--- config.mk ---
export PLATFORM = sky130hd
export DESIGN_NAME = eiem_top
export DESIGN_NICKNAME = d
export VERILOG_FILES = /design/src/logic/eiem_pkg.sv /design/src/logic/eiem_if.sv /design/src/logic/eiem_gate.sv /design/src/logic/eiem_top.sv
export SDC_FILE = /design/constraint.sdc
export NUM_CORES = 1
export LEC_CHECK = 0
export BUFFER_PORTS_ARGS = -buffer_cell sky130_fd_sc_hd__clkbuf_2
export CAP_MARGIN = 20
export CORE_MARGIN = 4
export CORE_UTILIZATION = 44
export DETAILED_ROUTE_END_ITERATION = 7
export GPL_TIMING_DRIVEN = 0
export PLACE_DENSITY = 0.89
export SYNTH_ARGS = -nofsm -noshare
export SYNTH_HDL_FRONTEND = slang
export SYNTH_SLANG_ARGS = --single-unit
--- constraint.sdc ---
create_clock -name pclk -period 1.3 [get_ports pclk]
set_input_delay 0.13 -clock pclk [delete_from_list [all_inputs] [get_ports pclk]]
set_output_delay 0.13 -clock pclk [all_outputs]
set_load 0.03 [all_outputs]
--- src/logic/eiem_pkg.sv ---
// Constants for the extended interrupt enable mask block.
// Assumes an APB master with 32-bit data and word-aligned byte addresses.
// Notes on behaviour
// - Bit 5 passes or blocks LIN request
// - Bit 4 gates comparator rising-edge request
// - Bit 3 gates comparator falling-edge request independently
// - Bit 2 masks all counter-array requests together
// - Bit 1 gates conversion-done flag request
// - Bit 0 gates window-compare request
package eiem_pkg;
    localparam int          EIEM_SRC_N     = 6;
    localparam int          EIEM_ADDR_W    = 8;
    localparam int          EIEM_DATA_W    = 32;
    localparam int          EIEM_MASK_W    = 8;

    // Bit positions of the mask, status, clear and enable registers
    localparam int          WINDOW_BIT     = 0;
    localparam int          CONV_DONE_BIT  = 1;
    localparam int          COUNTER_BIT    = 2;
    localparam int          CMP_FALL_BIT   = 3;
    localparam int          CMP_RISE_BIT   = 4;
    localparam int          LIN_BIT        = 5;

    // Register byte addresses
    localparam logic [7:0]  MASK_OFS       = 8'h00;
    localparam logic [7:0]  STATUS_OFS     = 8'h04;
    localparam logic [7:0]  CLEAR_OFS      = 8'h08;
    localparam logic [7:0]  IRQ_EN_OFS     = 8'h0c;
    localparam logic [7:0]  LEVEL_OFS      = 8'h10;

    // Reset values
    localparam logic [7:0]  MASK_RST       = 8'h00;
    localparam logic [5:0]  STATUS_RST     = 6'h00;
    localparam logic [5:0]  IRQ_EN_RST     = 6'h00;

    typedef enum logic [2:0] {
        EIEM_SEL_NONE   = 3'h0,
        EIEM_SEL_MASK   = 3'h1,
        EIEM_SEL_STATUS = 3'h2,
        EIEM_SEL_CLEAR  = 3'h3,
        EIEM_SEL_IRQ_EN = 3'h4,
        EIEM_SEL_LEVEL  = 3'h5
    } eiem_sel_t;
endpackage

--- src/logic/eiem_if.sv ---
// Interface between the register block and the request gate.
// Assumes both ends run on pclk.
`timescale 1ns/1ps
interface eiem_gate_if;
    import eiem_pkg::*;
    logic [EIEM_SRC_N-1:0] src_req;
    logic [EIEM_SRC_N-1:0] enable;
    logic [EIEM_SRC_N-1:0] delivered;

    modport regs (output src_req, output enable, input delivered);
    modport gate (input src_req, input enable, output delivered);
endinterface

--- src/logic/eiem_gate.sv ---
// Registered per-source gate of peripheral requests.
// Assumes requests are levels from logic on pclk.
`timescale 1ns/1ps
module eiem_gate
    import eiem_pkg::*;
(
    // Clock and reset
    input  wire logic      pclk,
    input  wire logic      presetn,
    // Gate signals
    eiem_gate_if.gate      gif
);
    logic [EIEM_SRC_N-1:0] next_delivered;

    genvar i;
    generate
        for (i = 0; i < EIEM_SRC_N; i++) begin : g_src
            // Request only read here, never cleared
            assign next_delivered[i] = gif.src_req[i] & gif.enable[i];
        end
    endgenerate

    // Registered delivery toward the processor
    always_ff @(posedge pclk or negedge presetn) begin
        if (!presetn) begin
            gif.delivered <= '0;
        end else begin
            gif.delivered <= next_delivered;
        end
    end
endmodule

--- src/logic/eiem_top.sv ---
// Extended interrupt enable mask with APB registers and event interrupt.
// Assumes source requests are levels held by the sources until serviced.
//
// The placing of the registers and register access over APB were left to the implementer.
`timescale 1ns/1ps
module eiem_top
    import eiem_pkg::*;
(
    // Clock and reset
    input  wire logic                    pclk,
    input  wire logic                    presetn,
    // APB slave
    input  wire logic                    psel,
    input  wire logic                    penable,
    input  wire logic                    pwrite,
    input  wire logic [EIEM_ADDR_W-1:0]  paddr,
    input  wire logic [EIEM_DATA_W-1:0]  pwdata,
    input  wire logic [3:0]              pstrb,
    output logic      [EIEM_DATA_W-1:0]  prdata,
    output logic                         pready,
    output logic                         pslverr,
    // Peripheral requests
    input  wire logic [EIEM_SRC_N-1:0]   src_req,
    // Processor side
    output logic      [EIEM_SRC_N-1:0]   cpu_irq_req,
    output logic                         irq
);
    eiem_gate_if gif ();

    logic [EIEM_MASK_W-1:0] mask_reg;
    logic [EIEM_SRC_N-1:0]  status;
    logic [EIEM_SRC_N-1:0]  irq_en;
    logic [EIEM_SRC_N-1:0]  delivered_d;
    logic [EIEM_SRC_N-1:0]  rise_evt;
    logic [EIEM_SRC_N-1:0]  clr_vec;
    logic [EIEM_DATA_W-1:0] next_prdata;
    logic                   access;
    logic                   wr_en;
    logic                   lane0;
    eiem_sel_t              sel;

    // Address decode shared by read and write
    function automatic eiem_sel_t decode(input logic [EIEM_ADDR_W-1:0] a);
        unique case (a)
            MASK_OFS:   decode = EIEM_SEL_MASK;
            STATUS_OFS: decode = EIEM_SEL_STATUS;
            CLEAR_OFS:  decode = EIEM_SEL_CLEAR;
            IRQ_EN_OFS: decode = EIEM_SEL_IRQ_EN;
            LEVEL_OFS:  decode = EIEM_SEL_LEVEL;
            default:    decode = EIEM_SEL_NONE;
        endcase
    endfunction

    // Write strobe of one register, byte lane 0 only
    function automatic logic wr_hit(input eiem_sel_t cur,
                                    input eiem_sel_t target,
                                    input logic      we,
                                    input logic      lane);
        wr_hit = we & lane & (cur == target);
    endfunction

    assign sel     = decode(paddr);
    assign access  = psel & penable;
    assign wr_en   = access & pwrite;
    assign lane0   = pstrb[0];
    assign pready  = 1'b1;
    assign pslverr = access & ((sel == EIEM_SEL_NONE)
                     | (pwrite & (sel == EIEM_SEL_STATUS))
                     | (pwrite & (sel == EIEM_SEL_LEVEL))
                     | (!pwrite & (sel == EIEM_SEL_CLEAR)));

    // Mask register, upper two bits reserved
    always_ff @(posedge pclk or negedge presetn) begin
        if (!presetn) begin
            mask_reg <= MASK_RST;
        end else if (wr_hit(sel, EIEM_SEL_MASK, wr_en, lane0)) begin
            mask_reg <= {2'b00, pwdata[EIEM_SRC_N-1:0]};
        end
    end

    // Per-source enables into the gate
    assign gif.src_req                = src_req;
    assign gif.enable[LIN_BIT]        = mask_reg[LIN_BIT];
    assign gif.enable[CMP_RISE_BIT]   = mask_reg[CMP_RISE_BIT];
    assign gif.enable[CMP_FALL_BIT]   = mask_reg[CMP_FALL_BIT];
    assign gif.enable[COUNTER_BIT]    = mask_reg[COUNTER_BIT];
    assign gif.enable[CONV_DONE_BIT]  = mask_reg[CONV_DONE_BIT];
    assign gif.enable[WINDOW_BIT]     = mask_reg[WINDOW_BIT];

    eiem_gate u_gate (
        .pclk    (pclk),
        .presetn (presetn),
        .gif     (gif)
    );

    assign cpu_irq_req = gif.delivered;

    // Delivery edge detect
    always_ff @(posedge pclk or negedge presetn) begin
        if (!presetn) begin
            delivered_d <= '0;
        end else begin
            delivered_d <= gif.delivered;
        end
    end

    assign rise_evt = gif.delivered & ~delivered_d;
    assign clr_vec  = wr_hit(sel, EIEM_SEL_CLEAR, wr_en, lane0) ?
                      pwdata[EIEM_SRC_N-1:0] : '0;

    // Sticky status, set beats clear
    always_ff @(posedge pclk or negedge presetn) begin
        if (!presetn) begin
            status <= STATUS_RST;
        end else begin
            status <= (status & ~clr_vec) | rise_evt;
        end
    end

    // Interrupt enable register
    always_ff @(posedge pclk or negedge presetn) begin
        if (!presetn) begin
            irq_en <= IRQ_EN_RST;
        end else if (wr_hit(sel, EIEM_SEL_IRQ_EN, wr_en, lane0)) begin
            irq_en <= pwdata[EIEM_SRC_N-1:0];
        end
    end

    assign irq = |(status & irq_en);

    // Read word of the addressed register
    always_comb begin
        next_prdata = '0;
        unique case (sel)
            EIEM_SEL_MASK:   next_prdata[EIEM_MASK_W-1:0] = mask_reg;
            EIEM_SEL_STATUS: next_prdata[EIEM_SRC_N-1:0]  = status;
            EIEM_SEL_IRQ_EN: next_prdata[EIEM_SRC_N-1:0]  = irq_en;
            EIEM_SEL_LEVEL:  next_prdata[EIEM_SRC_N-1:0]  = src_req;
            EIEM_SEL_CLEAR:  next_prdata = '0;
            EIEM_SEL_NONE:   next_prdata = '0;
        endcase
    end

    // Read data caught at the setup edge, zero otherwise
    // An event after that edge shows on the next read
    always_ff @(posedge pclk or negedge presetn) begin
        if (!presetn) begin
            prdata <= '0;
        end else if (psel && !penable && !pwrite) begin
            prdata <= next_prdata;
        end else begin
            prdata <= '0;
        end
    end
endmodule

After elaboration in Yosys (flattened, before gate mapping)
Index checks and enable logic that the tools add are counted.

Bitwise logic cells: 25. Muxes and demuxes: 4. Reduce and logical (&&, ||, !) cells: 8. Equal/unequal tests: 9.

Operators with widths (count): $pmux 6 s5 (1); $and 6x6->6 (3); $and 1x1->1 (16); $eq 8x4->1 const B (2); $pmux 3 s5 (1); $mux 6 (2); $not 6->6 (2); $eq 8x3->1 const B (1); $eq 8x5->1 const B (1); $logic_not 8->1 (1); $eq 3x2->1 const B (2); $eq 3x3->1 const B (2); $or 6x6->6 (1); $reduce_or 6->1 (1); $eq 3x1->1 const B (1); $logic_not 3->1 (1); $or 1x1->1 (3); $logic_and 1x1->1 (2); $logic_not 1->1 (2); $reduce_or 2->1 (1).

Input bits: 55. Logic and storage cells: 52. Register bits: 62. Output and inout port bits: 41.

Longest topological paths before layout
Depth in word-level cells: 8. Mapped depth: 5. Gate-level depth less buffers: 4.

Modules after synthesis
From an unflattened synthesis, not the netlist that was laid out.

Cell total of the unflattened synthesis: 162. Area, all modules: 1800.5 sq um.

Modules (own cells, without submodules): eiem_top (times used 1, cells each 150, area each 1612.8 sq um); eiem_gate (times used 1, cells each 12, area each 187.7 sq um).

Least setup slack after synthesis
No wires, ideal clock.

Path type: input port to flip-flop. Start point: input port paddr[7]. End point: register irq_en[0]. Stages on the path: 4. Path slack: -0.507 ns. Arrival: 1.682 ns. Buffers on the path: 0. Required time: 1.175 ns. Cell sequence: or4_4 or2_4 nor4_4 mux2_2.

Word-level cells in the longest chain between the ends: 4. Elaborated cells between the ends (all ways): 8. Classes of those cells: eq/ne: 5; mux: 1; bitwise: 1; reduce/logical: 1.

Ends and longest elaborated chain: start: declaration (line eiem_top.sv:16) `input wire logic [EIEM_ADDR_W-1:0] paddr,`; $eq 8x5->1, or another cell as far along (line eiem_top.sv:44) `unique case (a)`; $pmux 3 s5 * (line eiem_top.sv:44); $eq 3x3->1 * (line eiem_top.sv:59) `wr_hit = we & lane & (cur == target);`; $and 1x1->1 * (line eiem_top.sv:59); end signal: assignment (line eiem_top.sv:125) `irq_en <= pwdata[EIEM_SRC_N-1:0];`; end: declaration (line eiem_top.sv:32) `logic [EIEM_SRC_N-1:0] irq_en;`.

Every way passes the cells marked *; elsewhere a longest branch is shown, timed or not. A chain may end at the register's enable or synchronous reset.

Worst setup path after layout
Start point: input port paddr[7]. End point: register irq_en[4].

Same word-level chain as after synthesis.

==> qor.csv <==
metric,value,unit
endpoints failing setup,21,
most frequent cells in the layout,"39 x buf_4, 36 x clkbuf_2, 36 x dfrtp_1, 27 x conb_1",
sequential fraction of the synthesis area,50.24,%
setup TNS,-3208,ps
drt drc,0,
Reg2Reg Depth,4,
synthesis-to-layout area growth,40.40,%
average wire per standard cell,14.76,um
DRT Pass-1 Iters,4,
worst stage delay on the critical path,530,ps
die height,71.84,um
Antenna diodes,0,
TritonCTS clock tree,built,
outcome,"finished, violations left",
crit path DAT,1730,ps
post-synthesis compound-gate area fraction,9.421,%
startpoint types,primary input,
simple-gate share of the synthesized area,13.47,%
R2R setup slack,40,ps
Pwr Density,1007,mW/mm^2
crit path capture,irq_en[4]$_DFFE_PN0P_,
clk buf depth,2,
Final Cycle Share,119.5,%
#FFs+latches synth,36,
setup ws final,-253.6,ps
Port Buffer Count,37,
"non-filler cells, final",295,
Starting Density,47.20,%
gr usage total,17.13,%
Final ANT Viol Nets,0,
multi-input logic area,870.8,um^2
DP Wirelength,2926,um
main combinational cell family by area after synthesis,buffers and inverters,
Yosys top cell by area,dfrtp_1,
Chip Width,71.84,um
DRT iter0 DRCs,70,
fin nets,301,
initial antenna violation count,0,
num rows,22,
Leak Pwr,1.322,nW
post-synthesis cell type count,28,
GRT overflow,0,
largest fanout on the critical path,3,
Final Power,2.536,mW
total CTS buffers,5,
Setup crit start,paddr[7],
Max Cap Violations,0,
violated checks,setup timing,
first-pass GRT wire length,6851,um
critical path type,in2reg,
clk_skew,5.084,ps
"Slowest-stage cell, CP",or4_4,
Tightest Hold Check Type,in2reg,
fmax,0.6437,GHz
Yosys top cell area share,50.24,%
CP Capture Type,flip-flop,
"CTS clk-pin slew, worst paths",70,ps
Synth Area in XOR/XNOR,0,%
fraction of layout cells with a size suffix above 1,51.42,%
hold depth,2,
fillcell total,285,
die area,0.005160,mm^2
total number of vias,1416,
max-slew violations,0,
Rel. slew slack,41.28,%
Core Region,0.003799,mm^2
post-layout min period,1554,ps
register area,900.9,um^2
vias per cell,4.800,
Hold WS,56.68,ps
Worst Path Required,1480,ps
largest net degree at the start of global routing,37,
Post-Syn Area,0.001793,mm^2
worst-skew pair later-pin latency,290,ps
Root Buffer Master,clkbuf_8,
"top cells by area, synth","dfrtp_1 50%, mux2_2 13%, buf_4 11%",
Cells after Synth,162,
Syn Area/Cell,11.07,um^2
Placed Cells,273,
r2r endpoint,prdata[1]$_DFF_PN0_,
gpl congestion,0.7801,
Peak VDD IR,1.229,mV
Synthesis Warnings,0,
clk sinks,36,
vias in the first global route,1401,
Reg-to-Reg Start,status[1]$_DFF_PN0_,
crit-path cells,clkbuf_2 > or4_4 > or2_4 > nor4_4 > buf_4 > mux2_4,
count of final hold-check violations,0,
Worst-Margin Slew,880.8,ps
WL final,4354,um
adder-cell share of the synthesized area,0,%
htree depth,2,
# IOs,96,
"most common cell after layout, fill and taps aside",buf_4,
RSZ-0062 raised after global routing,yes,
mux share of post-synthesis cell area,12.56,%
## cell type report
| type | instances | area share (%) |
|---|---|---|
| sequential | 36 | 35.79 |
| multi-input combinational | 112 | 34.59 |
| timing repair buffer | 52 | 12.87 |
| inverter | 9 | 1.342 |
| clock buffer | 5 | 2.734 |
| buffer | 30 | 8.598 |
| tap | 48 | 2.386 |
| clock inverter | 3 | 1.690 |
## where the power goes
| group | switching [mW] | internal, mW | total, mW | leakage [nW] |
|---|---|---|---|---|
| combinational | 0.232 | 0.154 | 0.386 | 0.767 |
| clock | 0.419 | 0.567 | 0.986 | 0.0541 |
| sequential | 0.0213 | 1.14 | 1.16 | 0.501 |
| total | 0.672 | 1.86 | 2.54 | 1.32 |
## through the flow
step	util, %	instance area [um^2]	worst slack [ps]
6_report	66.27	2517	-253.6
5_1_grt	66.27	2517	-308.9
4_1_cts	63.67	2419	-302.0
3_5_place_dp	56.65	2152	-724.3
2_1_floorplan	-	1902	-464.7
3_3_place_gp	56.52	2147	-941.5
## metal layers
metal / vias to the layer above / wire length [um] / global-route usage, %
li1: 672 / - / -
met1: 671 / 1743 / 22.27
met2: 60 / 2177 / 27.65
met3: 13 / 343 / 4.208
met4: 0 / 90 / 6.263
met5: - / 0 / 0
## cell families (layout without fill, tap and decap cells)
logic type	Yosys count	after routing
buffers and inverters	39	99
other	2	27
AO/OA/AOI/OAI	24	24
AND/OR/NAND/NOR	41	41
flip-flops	36	36
multiplexers	20	20
## cells in the mapped netlist
library cell,count
a21oi_1,5
a22o_1,6
a22oi_1,9
a31oi_1,1
and2_1,6
buf_2,1
buf_4,27
clkbuf_1,2
conb_1,2
dfrtp_1,36
inv_1,9
mux2_2,20
nand2_1,12
nand3_1,2
nand4_1,1
nor2_1,6
nor2b_1,3
nor3_1,3
nor3_4,1
nor3b_1,1
nor4_1,1
nor4_4,1
o21ai_0,1
o22ai_1,2
or2_4,1
or3_1,1
or3b_2,1
or4_4,1
## critical path, delay by kind of cell
family | cells | cell delay [ps]
mux | 1 | 300
buf+inv | 2 | 270
simple gates | 3 | 1030
## worst min-delay path by stage
stage / start / slack [ps] / end
after global routing: src_req[4] / 70 / u_gate.gif.delivered[4]$_DFF_PN0_
after detailed placement: presetn / 290 / delivered_d[3]$_DFF_PN0_
after CTS: src_req[4] / 60 / u_gate.gif.delivered[4]$_DFF_PN0_
final: src_req[4] / 60 / u_gate.gif.delivered[4]$_DFF_PN0_
after global placement: presetn / 270 / status[3]$_DFF_PN0_
after floorplan: presetn / -170 / delivered_d[0]$_DFF_PN0_
## timing repair
action,CTS,global route
endpoints found under the hold margin,36,0
pin swaps,7,9
gates resized for setup,16,21
setup buffers,11,2
gates cloned,0,0
hold buffers,1,0
endpoints found under the setup margin,20,26
(Power assumes the default switching activity.)
